===== src/hdl/aewb_defines.vh =====
// Constants for the exposure and colour-balance region/statistics block.
// Assumes a 125 MHz single-clock system and 32-bit Avalon-MM access.
`ifndef AEWB_DEFINES_VH
`define AEWB_DEFINES_VH

// ****************************************************************
// register byte offsets
// ****************************************************************
`define AEWB_REG_CTRL       7'h00
`define AEWB_REG_REGION_EN  7'h04
`define AEWB_REG_LEFT       7'h08
`define AEWB_REG_TOP        7'h0C
`define AEWB_REG_COLS       7'h10
`define AEWB_REG_ROWS       7'h14
`define AEWB_REG_FRAME      7'h18
`define AEWB_REG_RATIO_MIN  7'h1C
`define AEWB_REG_RATIO_MAX  7'h20
`define AEWB_REG_DAMPING    7'h24
`define AEWB_REG_TARGET     7'h28
`define AEWB_REG_TGT_MIN    7'h2C
`define AEWB_REG_TGT_MAX    7'h30
`define AEWB_REG_EXP_MIN    7'h34
`define AEWB_REG_EXP_MAX    7'h38
`define AEWB_REG_GAIN_MIN   7'h3C
`define AEWB_REG_GAIN_MAX   7'h40
`define AEWB_REG_EXP_NOW    7'h44
`define AEWB_REG_GAIN_NOW   7'h48
`define AEWB_REG_RATIO_NOW  7'h4C
`define AEWB_REG_TGT_NOW    7'h50

// ****************************************************************
// control register fields
// ****************************************************************
`define AEWB_CTRL_SEL       0
`define AEWB_CTRL_SELFSET   1
`define AEWB_CTRL_PROFILE   2
`define AEWB_CTRL_LIGHT_LO  3
`define AEWB_CTRL_LIGHT_HI  4
`define AEWB_CTRL_METER_LO  5
`define AEWB_CTRL_METER_HI  7

`define AEWB_SEL_EXPOSURE   1'h0
`define AEWB_SEL_COLOUR     1'h1
`define AEWB_LIGHT_NORMAL   2'h0
`define AEWB_LIGHT_BACK     2'h1
`define AEWB_LIGHT_FRONT    2'h2
`define AEWB_METER_AVERAGE  3'h0
`define AEWB_METER_SPOT     3'h1
`define AEWB_METER_PARTIAL  3'h2
`define AEWB_METER_CENTRE   3'h3
`define AEWB_METER_HISTTOP  3'h4

// ****************************************************************
// reset values
// ****************************************************************
`define AEWB_RST_FRAME_COLS 12'h500
`define AEWB_RST_FRAME_ROWS 12'h400
`define AEWB_RST_RATIO      12'h400
`define AEWB_RST_RATIO_MIN  12'h100
`define AEWB_RST_RATIO_MAX  12'hFFF
`define AEWB_RST_DAMPING    3'h3
`define AEWB_RST_TARGET     7'h32
`define AEWB_RST_TGT_MIN    7'h0A
`define AEWB_RST_TGT_MAX    7'h5A
`define AEWB_RST_EXP        20'h01388
`define AEWB_RST_EXP_MIN    20'h0000A
`define AEWB_RST_EXP_MAX    20'h7A120
`define AEWB_RST_GAIN       9'h000
`define AEWB_RST_GAIN_MIN   9'h000
`define AEWB_RST_GAIN_MAX   9'h0F0

// ****************************************************************
// loop constants
// ****************************************************************
`define AEWB_TGT_AUTO_NORM  7'h2D
`define AEWB_TGT_AUTO_BACK  7'h37
`define AEWB_TGT_AUTO_FRONT 7'h28
`define AEWB_FULL_SCALE     8'hFF
`define AEWB_PERCENT        7'h64
`define AEWB_HIST_LEVEL     8'h80
`define AEWB_RATIO_STEP     12'h040
// centre windows: 43/256 of a side is about 1/6, 85/256 about 1/3
`define AEWB_SPOT_MUL       7'h2B
`define AEWB_PART_MUL       7'h55

`endif


===== src/hdl/aewb_ctrl.v =====
// Region, metering and loop logic for auto exposure and colour balance.
// Expects a linear (pre-gamma) RGB pixel stream with coordinates and a
// one-cycle frame end pulse; pixels arrive already scaled by the current
// channel ratios. Registers are reached over Avalon-MM with waitrequest.
//
// Chosen here: the Avalon-MM slave port and the placing of the registers.
`include "aewb_defines.vh"

module aewb_ctrl (
  input  wire        mclk_i,
  input  wire        rst_n_i,
  input  wire [6:0]  avs_address_i,
  input  wire        avs_read_i,
  input  wire        avs_write_i,
  input  wire [31:0] avs_writedata_i,
  output reg  [31:0] avs_readdata_o,
  output reg         avs_waitrequest_o,
  input  wire        pix_valid_i,
  input  wire [11:0] pix_x_i,
  input  wire [11:0] pix_y_i,
  input  wire [7:0]  pix_r_i,
  input  wire [7:0]  pix_g_i,
  input  wire [7:0]  pix_b_i,
  input  wire        frame_end_i,
  output reg  [19:0] exposure_o,
  output reg  [8:0]  gain_o,
  output reg  [11:0] red_ratio_o,
  output reg  [11:0] blue_ratio_o,
  output reg         update_o
);
  // ****************************************************************
  // settings
  // ****************************************************************
  reg        sel_q, selfset_q, profile_q;
  reg [1:0]  light_q;
  reg [2:0]  meter_q;
  reg        reg_en_q    [0:1];
  reg [11:0] reg_left_q  [0:1];
  reg [11:0] reg_top_q   [0:1];
  reg [11:0] reg_cols_q  [0:1];
  reg [11:0] reg_rows_q  [0:1];
  reg [11:0] frame_cols_q, frame_rows_q;
  reg [11:0] ratio_min_q, ratio_max_q;
  reg [2:0]  damping_q;
  reg [6:0]  target_q;
  reg [6:0]  tgt_min_q, tgt_max_q;
  reg [19:0] exp_min_q, exp_max_q;
  reg [8:0]  gain_min_q, gain_max_q;
  reg [6:0]  tgt_now_q;
  reg [33:0] ae_sum_q;
  reg [25:0] ae_cnt_q;
  reg [31:0] r_sum_q, g_sum_q, b_sum_q;
  wire rd_take = avs_read_i & ~avs_waitrequest_o;
  wire wr_take = avs_write_i & ~avs_waitrequest_o;
  integer i;
  function in_win;
    input [11:0] x, y, x0, y0, w, h;
    begin
      in_win = ({1'b0, x} >= {1'b0, x0}) && ({1'b0, x} < x0 + {1'b0, w}) &&
               ({1'b0, y} >= {1'b0, y0}) && ({1'b0, y} < y0 + {1'b0, h});
    end
  endfunction
  function [11:0] frac;
    input [11:0] v;
    input [6:0]  m;
    reg   [18:0] p;
    begin
      p = v * m;
      frac = {1'b0, p[18:8]};
    end
  endfunction
  // ratio limits, a wrapped step saturates at the near end
  function [11:0] ratio_next;
    input [11:0] cur, step, lo, hi;
    input        up, dn;
    reg   [12:0] t;
    begin
      t = {1'b0, cur};
      if (up)
        t = {1'b0, cur} + {1'b0, step};
      else if (dn)
        t = {1'b0, cur} - {1'b0, step};
      ratio_next = t[11:0];
      if (t[12] & cur[11])
        ratio_next = hi;
      else if (t[12] | (t[11:0] < lo))
        ratio_next = lo;
      else if (t[11:0] > hi)
        ratio_next = hi;
    end
  endfunction
  // ****************************************************************
  // statistics area per algorithm
  // ****************************************************************
  // region flag use
  wire [11:0] ae_x0 = reg_en_q[0] ? reg_left_q[0] : 12'h000;
  wire [11:0] ae_y0 = reg_en_q[0] ? reg_top_q[0]  : 12'h000;
  wire [11:0] ae_w  = reg_en_q[0] ? reg_cols_q[0] : frame_cols_q;
  wire [11:0] ae_h  = reg_en_q[0] ? reg_rows_q[0] : frame_rows_q;
  wire [11:0] wb_x0 = reg_en_q[1] ? reg_left_q[1] : 12'h000;
  wire [11:0] wb_y0 = reg_en_q[1] ? reg_top_q[1]  : 12'h000;
  wire [11:0] wb_w  = reg_en_q[1] ? reg_cols_q[1] : frame_cols_q;
  wire [11:0] wb_h  = reg_en_q[1] ? reg_rows_q[1] : frame_rows_q;
  // spot window about 1/6 by 1/6
  wire [11:0] spot_w  = frac(ae_w, `AEWB_SPOT_MUL);
  wire [11:0] spot_h  = frac(ae_h, `AEWB_SPOT_MUL);
  // partial window about 1/3 by 1/3
  wire [11:0] part_w  = frac(ae_w, `AEWB_PART_MUL);
  wire [11:0] part_h  = frac(ae_h, `AEWB_PART_MUL);
  wire [11:0] spot_x0 = ae_x0 + {1'b0, ae_w[11:1]} - {1'b0, spot_w[11:1]};
  wire [11:0] spot_y0 = ae_y0 + {1'b0, ae_h[11:1]} - {1'b0, spot_h[11:1]};
  wire [11:0] part_x0 = ae_x0 + {1'b0, ae_w[11:1]} - {1'b0, part_w[11:1]};
  wire [11:0] part_y0 = ae_y0 + {1'b0, ae_h[11:1]} - {1'b0, part_h[11:1]};
  wire in_ae   = in_win(pix_x_i, pix_y_i, ae_x0, ae_y0, ae_w, ae_h);
  wire in_spot = in_win(pix_x_i, pix_y_i, spot_x0, spot_y0, spot_w, spot_h);
  wire in_part = in_win(pix_x_i, pix_y_i, part_x0, part_y0, part_w, part_h);
  wire in_wb   = in_win(pix_x_i, pix_y_i, wb_x0, wb_y0, wb_w, wb_h);
  wire [9:0] luma_sum = {2'h0, pix_r_i} + {1'b0, pix_g_i, 1'b0} +
                        {2'h0, pix_b_i};
  wire [7:0] luma = luma_sum[9:2];
  // ****************************************************************
  // metering weight
  // ****************************************************************
  reg [2:0] meter_eff;
  reg [1:0] weight;
  always @* begin
    case (light_q)
      `AEWB_LIGHT_BACK:  meter_eff = `AEWB_METER_PARTIAL;
      `AEWB_LIGHT_FRONT: meter_eff = `AEWB_METER_SPOT;
      default:           meter_eff = meter_q;
    endcase
    case (meter_eff)
      `AEWB_METER_AVERAGE: weight = {1'b0, in_ae};
      `AEWB_METER_SPOT:    weight = {1'b0, in_spot};
      `AEWB_METER_PARTIAL: weight = {1'b0, in_part};
      `AEWB_METER_CENTRE:  weight = {1'b0, in_ae} + {1'b0, in_part};
      `AEWB_METER_HISTTOP: weight = {1'b0, in_ae & (luma >= `AEWB_HIST_LEVEL)};
      default:             weight = {1'b0, in_ae};
    endcase
  end
  // ****************************************************************
  // target selection
  // ****************************************************************
  reg [6:0] tgt_auto;
  reg [6:0] tgt_sel;
  always @* begin
    case (light_q)
      `AEWB_LIGHT_BACK:  tgt_auto = `AEWB_TGT_AUTO_BACK;
      `AEWB_LIGHT_FRONT: tgt_auto = `AEWB_TGT_AUTO_FRONT;
      default:           tgt_auto = `AEWB_TGT_AUTO_NORM;
    endcase
    if (tgt_auto < tgt_min_q)
      tgt_auto = tgt_min_q;
    if (tgt_auto > tgt_max_q)
      tgt_auto = tgt_max_q;
    tgt_sel = selfset_q ? tgt_auto : target_q;
  end
  // ****************************************************************
  // exposure loop decision
  // ****************************************************************
  // sum*100 against target*255*count
  wire [41:0] lhs = ae_sum_q * `AEWB_PERCENT;
  wire [41:0] rhs = tgt_sel * `AEWB_FULL_SCALE * ae_cnt_q;
  wire        too_dark   = (ae_cnt_q != 26'h0) && (lhs < rhs);
  wire        too_bright = (ae_cnt_q != 26'h0) && (lhs > rhs);
  wire [19:0] exp_step   = {3'h0, exposure_o[19:3]} + 20'h00001;
  wire [20:0] exp_up     = {1'b0, exposure_o} + {1'b0, exp_step};
  wire [20:0] exp_dn     = {1'b0, exposure_o} - {1'b0, exp_step};
  reg  [19:0] exp_d;
  reg  [8:0]  gain_d;
  always @* begin
    exp_d  = exposure_o;
    gain_d = gain_o;
    if (too_dark) begin
      if (exposure_o < exp_max_q)
        exp_d = exp_up[20] ? exp_max_q : exp_up[19:0];
      else
        gain_d = gain_o + 9'h001;
    end else if (too_bright) begin
      if (gain_o > gain_min_q)
        gain_d = gain_o - 9'h001;
      else
        exp_d = exp_dn[20] ? exp_min_q : exp_dn[19:0];
    end
    if (exp_d > exp_max_q)
      exp_d = exp_max_q;
    if (exp_d < exp_min_q)
      exp_d = exp_min_q;
    if (gain_d > gain_max_q)
      gain_d = gain_max_q;
    if (gain_d < gain_min_q)
      gain_d = gain_min_q;
  end
  // ****************************************************************
  // colour loop decision
  // ****************************************************************
  // step halves per damping unit
  wire [11:0] wb_step = (`AEWB_RATIO_STEP >> damping_q) | 12'h001;
  // outdoor aims red lower, blue higher
  wire [31:0] g_red  = profile_q ? g_sum_q - {4'h0, g_sum_q[31:4]} : g_sum_q;
  wire [31:0] g_blue = profile_q ? g_sum_q + {4'h0, g_sum_q[31:4]} : g_sum_q;
  wire [11:0] red_d  = ratio_next(red_ratio_o, wb_step, ratio_min_q,
    ratio_max_q, r_sum_q < g_red, r_sum_q > g_red);
  wire [11:0] blue_d = ratio_next(blue_ratio_o, wb_step, ratio_min_q,
    ratio_max_q, b_sum_q < g_blue, b_sum_q > g_blue);
  // ****************************************************************
  // accumulation and loop update
  // ****************************************************************
  always @(posedge mclk_i or negedge rst_n_i) begin
    if (!rst_n_i) begin
      ae_sum_q     <= 34'h0;
      ae_cnt_q     <= 26'h0;
      r_sum_q      <= 32'h0;
      g_sum_q      <= 32'h0;
      b_sum_q      <= 32'h0;
      exposure_o   <= `AEWB_RST_EXP;
      gain_o       <= `AEWB_RST_GAIN;
      red_ratio_o  <= `AEWB_RST_RATIO;
      blue_ratio_o <= `AEWB_RST_RATIO;
      tgt_now_q    <= `AEWB_RST_TARGET;
      update_o     <= 1'b0;
    end else begin
      update_o <= frame_end_i;
      if (frame_end_i) begin
        exposure_o   <= exp_d;
        gain_o       <= gain_d;
        red_ratio_o  <= red_d;
        blue_ratio_o <= blue_d;
        tgt_now_q    <= tgt_sel;
        ae_sum_q     <= 34'h0;
        ae_cnt_q     <= 26'h0;
        r_sum_q      <= 32'h0;
        g_sum_q      <= 32'h0;
        b_sum_q      <= 32'h0;
      end else if (pix_valid_i) begin
        ae_sum_q <= ae_sum_q + luma * weight;
        ae_cnt_q <= ae_cnt_q + {24'h0, weight};
        if (in_wb) begin
          r_sum_q <= r_sum_q + {24'h0, pix_r_i};
          g_sum_q <= g_sum_q + {24'h0, pix_g_i};
          b_sum_q <= b_sum_q + {24'h0, pix_b_i};
        end
      end
    end
  end
  // ****************************************************************
  // register writes
  // ****************************************************************
  always @(posedge mclk_i or negedge rst_n_i) begin
    if (!rst_n_i) begin
      sel_q        <= `AEWB_SEL_EXPOSURE;
      selfset_q    <= 1'b0;
      profile_q    <= 1'b0;
      light_q      <= `AEWB_LIGHT_NORMAL;
      meter_q      <= `AEWB_METER_AVERAGE;
      frame_cols_q <= `AEWB_RST_FRAME_COLS;
      frame_rows_q <= `AEWB_RST_FRAME_ROWS;
      ratio_min_q  <= `AEWB_RST_RATIO_MIN;
      ratio_max_q  <= `AEWB_RST_RATIO_MAX;
      damping_q    <= `AEWB_RST_DAMPING;
      target_q     <= `AEWB_RST_TARGET;
      tgt_min_q    <= `AEWB_RST_TGT_MIN;
      tgt_max_q    <= `AEWB_RST_TGT_MAX;
      exp_min_q    <= `AEWB_RST_EXP_MIN;
      exp_max_q    <= `AEWB_RST_EXP_MAX;
      gain_min_q   <= `AEWB_RST_GAIN_MIN;
      gain_max_q   <= `AEWB_RST_GAIN_MAX;
      for (i = 0; i < 2; i = i + 1) begin
        reg_en_q[i]   <= 1'b0;
        reg_left_q[i] <= 12'h000;
        reg_top_q[i]  <= 12'h000;
        reg_cols_q[i] <= `AEWB_RST_FRAME_COLS;
        reg_rows_q[i] <= `AEWB_RST_FRAME_ROWS;
      end
    end else if (wr_take) begin
      case (avs_address_i)
        `AEWB_REG_CTRL: begin
          sel_q     <= avs_writedata_i[`AEWB_CTRL_SEL];
          selfset_q <= avs_writedata_i[`AEWB_CTRL_SELFSET];
          profile_q <= avs_writedata_i[`AEWB_CTRL_PROFILE];
          light_q   <= avs_writedata_i[`AEWB_CTRL_LIGHT_HI:`AEWB_CTRL_LIGHT_LO];
          meter_q   <= avs_writedata_i[`AEWB_CTRL_METER_HI:`AEWB_CTRL_METER_LO];
        end
        `AEWB_REG_REGION_EN: reg_en_q[sel_q]   <= avs_writedata_i[0];
        `AEWB_REG_LEFT:      reg_left_q[sel_q] <= avs_writedata_i[11:0];
        `AEWB_REG_TOP:       reg_top_q[sel_q]  <= avs_writedata_i[11:0];
        `AEWB_REG_COLS:      reg_cols_q[sel_q] <= avs_writedata_i[11:0];
        `AEWB_REG_ROWS:      reg_rows_q[sel_q] <= avs_writedata_i[11:0];
        `AEWB_REG_FRAME: begin
          frame_cols_q <= avs_writedata_i[11:0];
          frame_rows_q <= avs_writedata_i[27:16];
        end
        `AEWB_REG_RATIO_MIN: ratio_min_q <= avs_writedata_i[11:0];
        `AEWB_REG_RATIO_MAX: ratio_max_q <= avs_writedata_i[11:0];
        `AEWB_REG_DAMPING:   damping_q   <= avs_writedata_i[2:0];
        `AEWB_REG_TARGET:    target_q    <= avs_writedata_i[6:0];
        `AEWB_REG_TGT_MIN:   tgt_min_q   <= avs_writedata_i[6:0];
        `AEWB_REG_TGT_MAX:   tgt_max_q   <= avs_writedata_i[6:0];
        `AEWB_REG_EXP_MIN:   exp_min_q   <= avs_writedata_i[19:0];
        `AEWB_REG_EXP_MAX:   exp_max_q   <= avs_writedata_i[19:0];
        `AEWB_REG_GAIN_MIN:  gain_min_q  <= avs_writedata_i[8:0];
        `AEWB_REG_GAIN_MAX:  gain_max_q  <= avs_writedata_i[8:0];
        default: ;
      endcase
    end
  end
  // ****************************************************************
  // register reads and waitrequest
  // ****************************************************************
  reg [31:0] rd_mux;
  always @* begin
    rd_mux = 32'h0;
    case (avs_address_i)
      `AEWB_REG_CTRL:      rd_mux = {24'h0, meter_q, light_q, profile_q,
                                     selfset_q, sel_q};
      `AEWB_REG_REGION_EN: rd_mux = {31'h0, reg_en_q[sel_q]};
      `AEWB_REG_LEFT:      rd_mux = {20'h0, reg_left_q[sel_q]};
      `AEWB_REG_TOP:       rd_mux = {20'h0, reg_top_q[sel_q]};
      `AEWB_REG_COLS:      rd_mux = {20'h0, reg_cols_q[sel_q]};
      `AEWB_REG_ROWS:      rd_mux = {20'h0, reg_rows_q[sel_q]};
      `AEWB_REG_FRAME:     rd_mux = {4'h0, frame_rows_q, 4'h0, frame_cols_q};
      `AEWB_REG_RATIO_MIN: rd_mux = {20'h0, ratio_min_q};
      `AEWB_REG_RATIO_MAX: rd_mux = {20'h0, ratio_max_q};
      `AEWB_REG_DAMPING:   rd_mux = {29'h0, damping_q};
      `AEWB_REG_TARGET:    rd_mux = {25'h0, target_q};
      `AEWB_REG_TGT_MIN:   rd_mux = {25'h0, tgt_min_q};
      `AEWB_REG_TGT_MAX:   rd_mux = {25'h0, tgt_max_q};
      `AEWB_REG_EXP_MIN:   rd_mux = {12'h0, exp_min_q};
      `AEWB_REG_EXP_MAX:   rd_mux = {12'h0, exp_max_q};
      `AEWB_REG_GAIN_MIN:  rd_mux = {23'h0, gain_min_q};
      `AEWB_REG_GAIN_MAX:  rd_mux = {23'h0, gain_max_q};
      `AEWB_REG_EXP_NOW:   rd_mux = {12'h0, exposure_o};
      `AEWB_REG_GAIN_NOW:  rd_mux = {23'h0, gain_o};
      `AEWB_REG_RATIO_NOW: rd_mux = {4'h0, blue_ratio_o, 4'h0, red_ratio_o};
      `AEWB_REG_TGT_NOW:   rd_mux = {25'h0, tgt_now_q};
      default:             rd_mux = 32'h0;
    endcase
  end
  // one wait state, then one cycle with waitrequest low
  always @(posedge mclk_i or negedge rst_n_i) begin
    if (!rst_n_i) begin
      avs_waitrequest_o <= 1'b1;
      avs_readdata_o    <= 32'h0;
    end else begin
      if (rd_take | wr_take)
        avs_waitrequest_o <= 1'b1;
      else if (avs_read_i | avs_write_i)
        avs_waitrequest_o <= 1'b0;
      if (avs_read_i & avs_waitrequest_o)
        avs_readdata_o <= rd_mux;
    end
  end
endmodule // aewb_ctrl


===== config.mk =====
export PLATFORM = sky130hd
export DESIGN_NAME = aewb_ctrl
export DESIGN_NICKNAME = d
export VERILOG_FILES = /design/src/hdl/aewb_ctrl.v
export VERILOG_INCLUDE_DIRS = /design/src /design/src/hdl
export SDC_FILE = /design/constraint.sdc
export NUM_CORES = 2
export LEC_CHECK = 0
export ABC_AREA = 0
export ABC_CLOCK_PERIOD_IN_PS = 22500
export BUFFER_PORTS_ARGS = -buffer_cell sky130_fd_sc_hd__buf_2
export CAP_MARGIN = 20
export CORE_UTILIZATION = 50
export DETAILED_ROUTE_END_ITERATION = 7
export HOLD_SLACK_MARGIN = 0.15
export PLACE_DENSITY = 0.63
export SYNTH_ARGS = -nofsm -noshare
export SYNTH_HDL_FRONTEND = slang
export SYNTH_SLANG_ARGS = --single-unit
export TNS_END_PERCENT = 10

===== constraint.sdc =====
create_clock -name mclk_i -period 22.5 [get_ports mclk_i]
set_input_delay 4.5 -clock mclk_i [delete_from_list [all_inputs] [get_ports mclk_i]]
set_output_delay 4.5 -clock mclk_i [all_outputs]
set_load 0.01 [all_outputs]

== Word level (Yosys, flattened, before mapping) ==
Index checks and enable logic that the tools add are counted.

* Register bits after elaboration: 486
* Bits in latches: 0
* RAM bits: 0
* Bits in read-only memories: 0
* Bits of input ports: 93
* Output and inout port bits: 87
* Memories kept: 0

* Add/sub/neg operators: 33
* Multiply operators: 8
* Divide/modulo/power cells: 0
* $lt $le $gt $ge: 37
* Eq/ne operators: 26
* Shift operators: 1
* Multiplexer cells: 80
* Bitwise operators: 12
* Reductions and logical operators: 38

{| class="wikitable"
|+ Operators with widths
! kind !! number
|-
| $pmux W28 S21 || 1
|-
| $mux W32 || 11
|-
| $mux W12 || 27
|-
| $mux W20 || 8
|-
| $lt A12 B13 Y1 || 8
|-
| $add A32 B8 Y32 || 3
|-
| $bwmux W24 || 4
|-
| $ge A12 B12 Y1 || 8
|-
| $add A12 B12 Y13 || 6
|-
| $mux W34 || 2
|-
| $gt A32 B32 Y1 || 2
|-
| $lt A32 B32 Y1 || 2
|-
| $eq A7 B6 Y1 const B || 8
|-
| $mux W9 || 6
|-
| $mux W13 || 4
|-
| $mux W26 || 2
|-
| $gt A41 B41 Y1 || 1
|-
| $lt A41 B41 Y1 || 1
|-
| $mul A15 B26 Y41 || 1
|-
| $lt A20 B20 Y1 || 2
|-
| $mul A34 B5 Y39 const B || 1
|-
| $mul A12 B7 Y19 const B || 2
|-
| $mul A12 B6 Y18 const B || 2
|-
| $reduce_and A2 Y1 || 18
|-
| 56 further kinds || 105
|}

== Logic depth before layout (Yosys ltp) ==
* Word-level depth: 17
* Depth in mapped cells: 100

== Worst setup path before layout ==
Ideal clock, no wire load.

* Kind: reg-to-reg
* From: reg light_q[1]
* To: reg exposure_o[10]
* Setup time: 146 ps
* Arrival: 19716 ps
* Required time: 22354 ps
* Path slack: 2638 ps
* Cell stages (with the launch flop): 93
* Buffers on the path: 10
* Period minus slack after synthesis: 19862 ps
* Path through: dfrtp_1 -> inv_1 -> ha_1 -> buf_2 -> inv_1 -> ha_1 -> nor2b_1 -> o2111ai_1 -> a31o_2 -> and2_1 -> clkbuf_1 -> mux2i_1 -> inv_1 -> ha_1 -> nor2b_1 -> o21ai_0 -> a21oi_1 -> o21ai_1 -> (+57 left out) -> or2_2 -> nor4_1 -> nor2_1 -> a21oi_1 -> clkbuf_1 -> clkbuf_1 -> mux2_2 -> ha_1 -> nand4_1 -> nor2_1 -> nand3_1 -> a2111oi_0 -> nand2_1 -> nor2_1 -> a21o_1 -> buf_2 -> clkbuf_1 -> o221ai_1

* Cells in the longest elaborated chain, start to end: 17

{| class="wikitable"
|+ RTL lines
! what !! line !! RTL
|-
| start, declared || aewb_ctrl.v:35 || <nowiki>reg [1:0] light_q;</nowiki>
|-
| start signal, assigned || aewb_ctrl.v:254 || <nowiki>light_q <= `AEWB_LIGHT_NORMAL;</nowiki>
|-
| start signal, assigned || aewb_ctrl.v:281 || <nowiki>light_q <= avs_writedata_i[`AEWB_CTRL_LIGHT_HI:`AEWB_CTRL_LIGHT_LO];</nowiki>
|-
| $eq A2 B2 Y1 or $eq A2 B1 Y1 (tied branches) || aewb_ctrl.v:147 || <nowiki>case (light_q)</nowiki>
|-
| $pmux W5 S2 * || aewb_ctrl.v:147 ||
|-
| $lt A7 B7 Y1 || aewb_ctrl.v:152 || <nowiki>if (tgt_auto < tgt_min_q)</nowiki>
|-
| $mux W7 * || aewb_ctrl.v:152 ||
|-
| $gt A7 B7 Y1 || aewb_ctrl.v:154 || <nowiki>if (tgt_auto > tgt_max_q)</nowiki>
|-
| $mux W7 * || aewb_ctrl.v:154 ||
|-
| $mux W7 * || aewb_ctrl.v:156 || <nowiki>tgt_sel = selfset_q ? tgt_auto : target_q;</nowiki>
|-
| named net tgt_sel[3] || aewb_ctrl.v:145 || <nowiki>reg [6:0] tgt_sel;</nowiki>
|-
| (+2 left out) || n/a ||
|-
| $gt A41 B41 Y1 || aewb_ctrl.v:165 || <nowiki>wire too_bright = (ae_cnt_q != 26'h0) && (lhs > rhs);</nowiki>
|-
| $logic_and A1 B1 Y1 || aewb_ctrl.v:165 ||
|-
| $mux W20 || aewb_ctrl.v:179 || <nowiki>end else if (too_bright) begin</nowiki>
|-
| $mux W20 * || aewb_ctrl.v:174 || <nowiki>if (too_dark) begin</nowiki>
|-
| $gt A20 B20 Y1 || aewb_ctrl.v:185 || <nowiki>if (exp_d > exp_max_q)</nowiki>
|-
| $mux W20 * || aewb_ctrl.v:185 ||
|-
| $lt A20 B20 Y1 || aewb_ctrl.v:187 || <nowiki>if (exp_d < exp_min_q)</nowiki>
|-
| $mux W20 * || aewb_ctrl.v:187 ||
|-
| end signal, assigned || aewb_ctrl.v:216 || <nowiki>exposure_o <= `AEWB_RST_EXP;</nowiki>
|-
| end signal, assigned || aewb_ctrl.v:225 || <nowiki>exposure_o <= exp_d;</nowiki>
|-
| end, declared || aewb_ctrl.v:25 || <nowiki>output reg [19:0] exposure_o,</nowiki>
|}

The timed path passes the listed nets; every way through them passes the cells marked *.
A chain may end at the register's enable or synchronous reset.

== Final worst setup path ==
* From: reg light_q[1]
* To: reg exposure_o[14]

* Cells in the longest elaborated chain, start to end: 17

{| class="wikitable"
|+ RTL lines
! what !! line !! RTL
|-
| $eq A2 B2 Y1 or $eq A2 B1 Y1 (tied branches) || aewb_ctrl.v:147 ||
|-
| $pmux W5 S2 * || aewb_ctrl.v:147 ||
|-
| $lt A7 B7 Y1 || aewb_ctrl.v:152 ||
|-
| $mux W7 * || aewb_ctrl.v:152 ||
|-
| $gt A7 B7 Y1 || aewb_ctrl.v:154 ||
|-
| $mux W7 * || aewb_ctrl.v:154 ||
|-
| $mux W7 * || aewb_ctrl.v:156 ||
|-
| $mul A7 B8 Y15 (no source line) * || n/a ||
|-
| $mul A15 B26 Y41 * || aewb_ctrl.v:163 || <nowiki>wire [41:0] rhs = tgt_sel * `AEWB_FULL_SCALE * ae_cnt_q;</nowiki>
|-
| $gt A41 B41 Y1 || aewb_ctrl.v:165 ||
|-
| $logic_and A1 B1 Y1 || aewb_ctrl.v:165 ||
|-
| $mux W20 || aewb_ctrl.v:179 ||
|-
| $mux W20 * || aewb_ctrl.v:174 ||
|-
| $gt A20 B20 Y1 || aewb_ctrl.v:185 ||
|-
| $mux W20 * || aewb_ctrl.v:185 ||
|-
| $lt A20 B20 Y1 || aewb_ctrl.v:187 ||
|-
| $mux W20 * || aewb_ctrl.v:187 ||
|}

Every way passes the cells marked *; elsewhere a longest branch is shown, timed or not.

==> Flow_metrics.wiki <==
{| class="wikitable"
! Metric !! Value
|-
| Outcome || finished, final reports clean
|-
| Placer congestion estimate || 0.983
|-
| Number of placed instances, taps included || 10200
|-
| R2r startpoint || light_q[1]
|-
| Height of the die || 380 um
|-
| Core region area || 142000 um^2
|-
| Switching power share of the total || about 50%
|-
| Combinational share of power || between 60% and 70%
|-
| Final-stage net count || between 10000 and 15000
|-
| Number of slew-limit violations in the final report || 0
|-
| Cell Pwr Density || 87.9 nW/um^2
|-
| Critical path data arrival time || 21.97 ns
|-
| CTS Hold Bufs || 0
|-
| Critical path capture point type || register
|-
| Async set-reset flop share out of synthesis || 100%
|-
| Number of cells traversed by the worst register-to-register path || 91
|-
| Number of non-filler instances in the completed layout || 10300
|-
| Number of port buffers || approximately 170
|-
| Instance count along the most critical hold path || 2
|-
| Number of max-cap violations || 0
|-
| Clock power share || around 14%
|-
| DP Area || approximately 74000 um^2
|-
| Worst hold slack after final layout || 0.467 ns
|-
| Yosys synthesis warning count || 0
|-
| Mean cell area of the mapped netlist || 8.60 um^2
|-
| Most used DFF post-synth || dfrtp_1
|-
| Die X-Extent || about 380 um
|-
| Register-to-Register Setup Slack || 1.08 ns
|-
| Cell area after layout || 76300 um^2
|-
| Worst-case setup slack after placement || ~0.13 ns
|-
| Min-Delay Path Class || reg -> reg
|-
| Post-synthesis cell area || 71400 um^2
|-
| Via count of the first global-routing pass || 60200
|-
| Most frequent CP cell || inv_1
|-
| Max Buffers Root-to-Sink || 3
|-
| Final hold violation count || 0
|-
| Hold path startpoint || avs_readdata_o[5]
|-
| Period utilization || approximately 95%
|-
| Area added between synthesis and finish || 6.82%
|-
| Wire length after detailed routing || 214 mm
|-
| Fraction of final layout cells sized beyond drive strength 1 || 9.45%
|-
| Top cell type by total area after synthesis || ha_1
|-
| DIE AREA || approximately 140000 um^2
|-
| Starting density of the core || 50.4%
|-
| Pin count of the biggest net entering global routing || 154
|-
| Source-to-sink clock delay at the later pin of the worst-skew pair || 0.69 ns
|-
| Worst min-delay path endpoint || avs_readdata_o[5]
|-
| Data required, critical path || roughly 23 ns
|-
| Number of CTS-inserted buffers || 57
|-
| Largest cells by area after synthesis || ha_1 20%, dfrtp_1 15%, fa_1 13%
|-
| Initial DRT Pass Iterations || 6
|-
| Post-synthesis sequential area ratio || around 17%
|-
| Iteration-0 DRC count of the detailed router || 4342
|-
| Type of the worst setup path || reg -> reg
|-
| Setup violations, final || 0
|-
| Mapped Cells || around 8300
|-
| Switching power summed over all nets || 3.38 mW
|-
| Post-synth EDFFs || 0
|-
| Detailed-placement wirelength estimate || 174 mm
|-
| Wire length of the first global-routing pass || between 300 and 400 mm
|-
| FP Rows || 138
|-
| Destination of the worst register-to-register timing path || exposure_o[14]
|-
| Via total after detailed routing || 60100
|-
| Number of unique standard cell types used by synthesis || 101
|-
| Max-slew headroom || 19.4%
|-
| Reported leakage power || 39.2 nW
|-
| Shortest period the worst path allows || 21.42 ns
|-
| Worst VDD drop || a little over 0.09 mV
|-
| Measured slew at the worst slew-check pin || 1.18 ns
|-
| Delay of the slowest cell on the worst path || ~0.60 ns
|-
| Clock tree from TritonCTS || built
|-
| Average wire per standard cell || 20.9 um
|-
| GRT Overall Usage || 29.5%
|-
| Antenna Violating Nets Remaining || 0
|-
| Overall overflow remaining after global route || 0
|-
| Slowest CP cell || or4_4
|-
| Clock input transition at the sequential cells of the worst setup and hold paths || 0.06 ns
|-
| Vias/cell || 5.85
|-
| Count of boundary I/O pins || 180
|-
| Int Pwr || 3.32 mW
|-
| Flop and latch count out of synthesis || 482
|-
| Clock Sinks || 482
|-
| Achievable clock frequency || 0.0467 GHz
|-
| Largest driver fanout on the critical path || 19
|-
| Category of the worst setup path launch point || register
|-
| Final worst clock skew || around 0.029 ns
|-
| Overall power after layout || 6.70 mW
|-
| Antenna violations before repair || 13
|-
| Number of H-tree levels || 2
|-
| Cell at the root of the clock tree || clkbuf_16
|-
| Sequential share of power || approximately 18%
|-
| Proportion of netlist area held by the largest area contributor || 19.8%
|-
| Fin worst setup slack || roughly 1.1 ns
|-
| Filler cells || 13300
|-
| Count of unresolved DRC violations after routing || 0
|}
[cell usage in the layout (no fill, tap or decap), types with 84 or more instances in the layout]
master    instances
o21ai_0         328
xnor2_1         310
and2_1          192
nand2b_1        103
nor3_1          141
nor2_1          490
nand3_1         140
a21o_1          200
fa_1            464
mux2_2          268
a21oi_1         453
buf_4            84
dfrtp_1         421
o21bai_1         94
nand2_1         695
buf_2           169
inv_1          1161
ha_1           1129
xor2_1          173
[worst max-delay path: cells and delay by family, from the launching register on]
family / cells / cell delay (ns)
AO/OA/AOI/OAI: 27 / 6.12
XOR/XNOR: 2 / 0.34
adder cells (fa/ha/maj): 18 / 7.38
buffers and inverters: 17 / 2.02
flip-flops: 1 / 0.43
multiplexers: 4 / 0.83
AND/OR/NAND/NOR: 23 / 4.12
[repair_timing]
item / CTS / global route
endpoints found under the setup margin: 0 / 29
gates resized for setup: 0 / 20
buffers inserted: 0 / 6
[cell type report]
class	instances	area [um^2]	area share (%)
Antenna cell	6	15.0	0.0197
Clock buffer	79	1650	2.16
Clock inverter	28	287	0.376
Inverter	1162	4360	5.72
Multi-Input combinational cell	6369	53900	70.7
Sequential cell	482	12100	15.9
Tap cell	1890	2360	3.10
Timing Repair Buffer	258	1560	2.05
[state kept, by name, indices dropped and copies added (netlist names), 9 cells and up]
signal / count
b_sum_q: 32
gain_max_q: 9
ae_cnt_q: 26
reg_top_q: 24
exp_min_q: 20
blue_ratio_o: 12
gain_o: 9
exp_max_q: 20
red_ratio_o: 12
ae_sum_q: 34
avs_readdata_o: 28
exposure_o: 20
frame_rows_q: 12
reg_left_q: 24
reg_rows_q: 24
ratio_max_q: 12
ratio_min_q: 12
frame_cols_q: 12
r_sum_q: 32
reg_cols_q: 24
gain_min_q: 9
g_sum_q: 32
[per-layer routing]
layer  routed length [um]  track usage (%)  vias up
li1                     -                -    28600
met1                94300             39.4    29500
met2                99100             48.5     1623
met3                13100             4.76      393
met4                 7850             9.71       10
met5                   57                0        -
[through the flow]
| step | utilization (%) | setup TNS (ns) |
|---|---|---|
| after floorplan | - | 0 |
| after global placement | 52.4 | 0 |
| after detailed placement | 52.4 | 0 |
| after CTS | 53.8 | 0 |
| after global routing | 53.9 | -0.407 |
| final | 53.9 | 0 |
[synthesized netlist by cell type, types with 57 or more instances]
cell / n
inv_1: 1161
ha_1: 1130
nand2_1: 696
nor2_1: 496
fa_1: 464
a21oi_1: 457
dfrtp_1: 425
o21ai_0: 330
xnor2_1: 318
mux2_2: 268
clkbuf_1: 243
a21o_1: 201
and2_1: 192
xor2_1: 173
nor3_1: 141
nand3_1: 140
nand2b_1: 104
o21bai_1: 94
nand4_1: 76
nor2b_1: 75
o21a_1: 74
mux2i_1: 69
and3_1: 64
a31oi_1: 57
dfstp_2: 57
[power groups by stage]
stage,sequential (mW),combinational (mW),clock (mW)
final,1.20,4.54,0.969
after global routing,1.20,5.07,1.01
after CTS,1.19,4.48,0.982
after detailed placement,1.20,4.45,0
after global placement,1.20,4.34,0
after floorplan,1.10,3.25,0
[how the worst max path moves through the flow]
| stage | from | endpoint | slack (ns) | cells after the start |
|---|---|---|---|---|
| floorplan | light_q[1] | exposure_o[10] | 2.64 | 92 |
| global placement | light_q[1] | exposure_o[14] | 0.37 | 85 |
| detailed placement | light_q[1] | exposure_o[14] | 0.13 | 85 |
| CTS | light_q[1] | exposure_o[14] | 0.04 | 85 |
| global route | light_q[1] | exposure_o[14] | -0.08 | 90 |
| finish | light_q[1] | exposure_o[14] | 1.08 | 91 |
[cells by family after synthesis]
kind of cell | share of synthesized area, %
flops | 17.0
xor+xnor | 6.05
simple gates | 14.5
other cells | 0.00525
buf+inv | 7.76
compound gates | 16.6
mux | 5.22
fa+ha+maj | 32.8
Power figures use the tool's default switching activity.
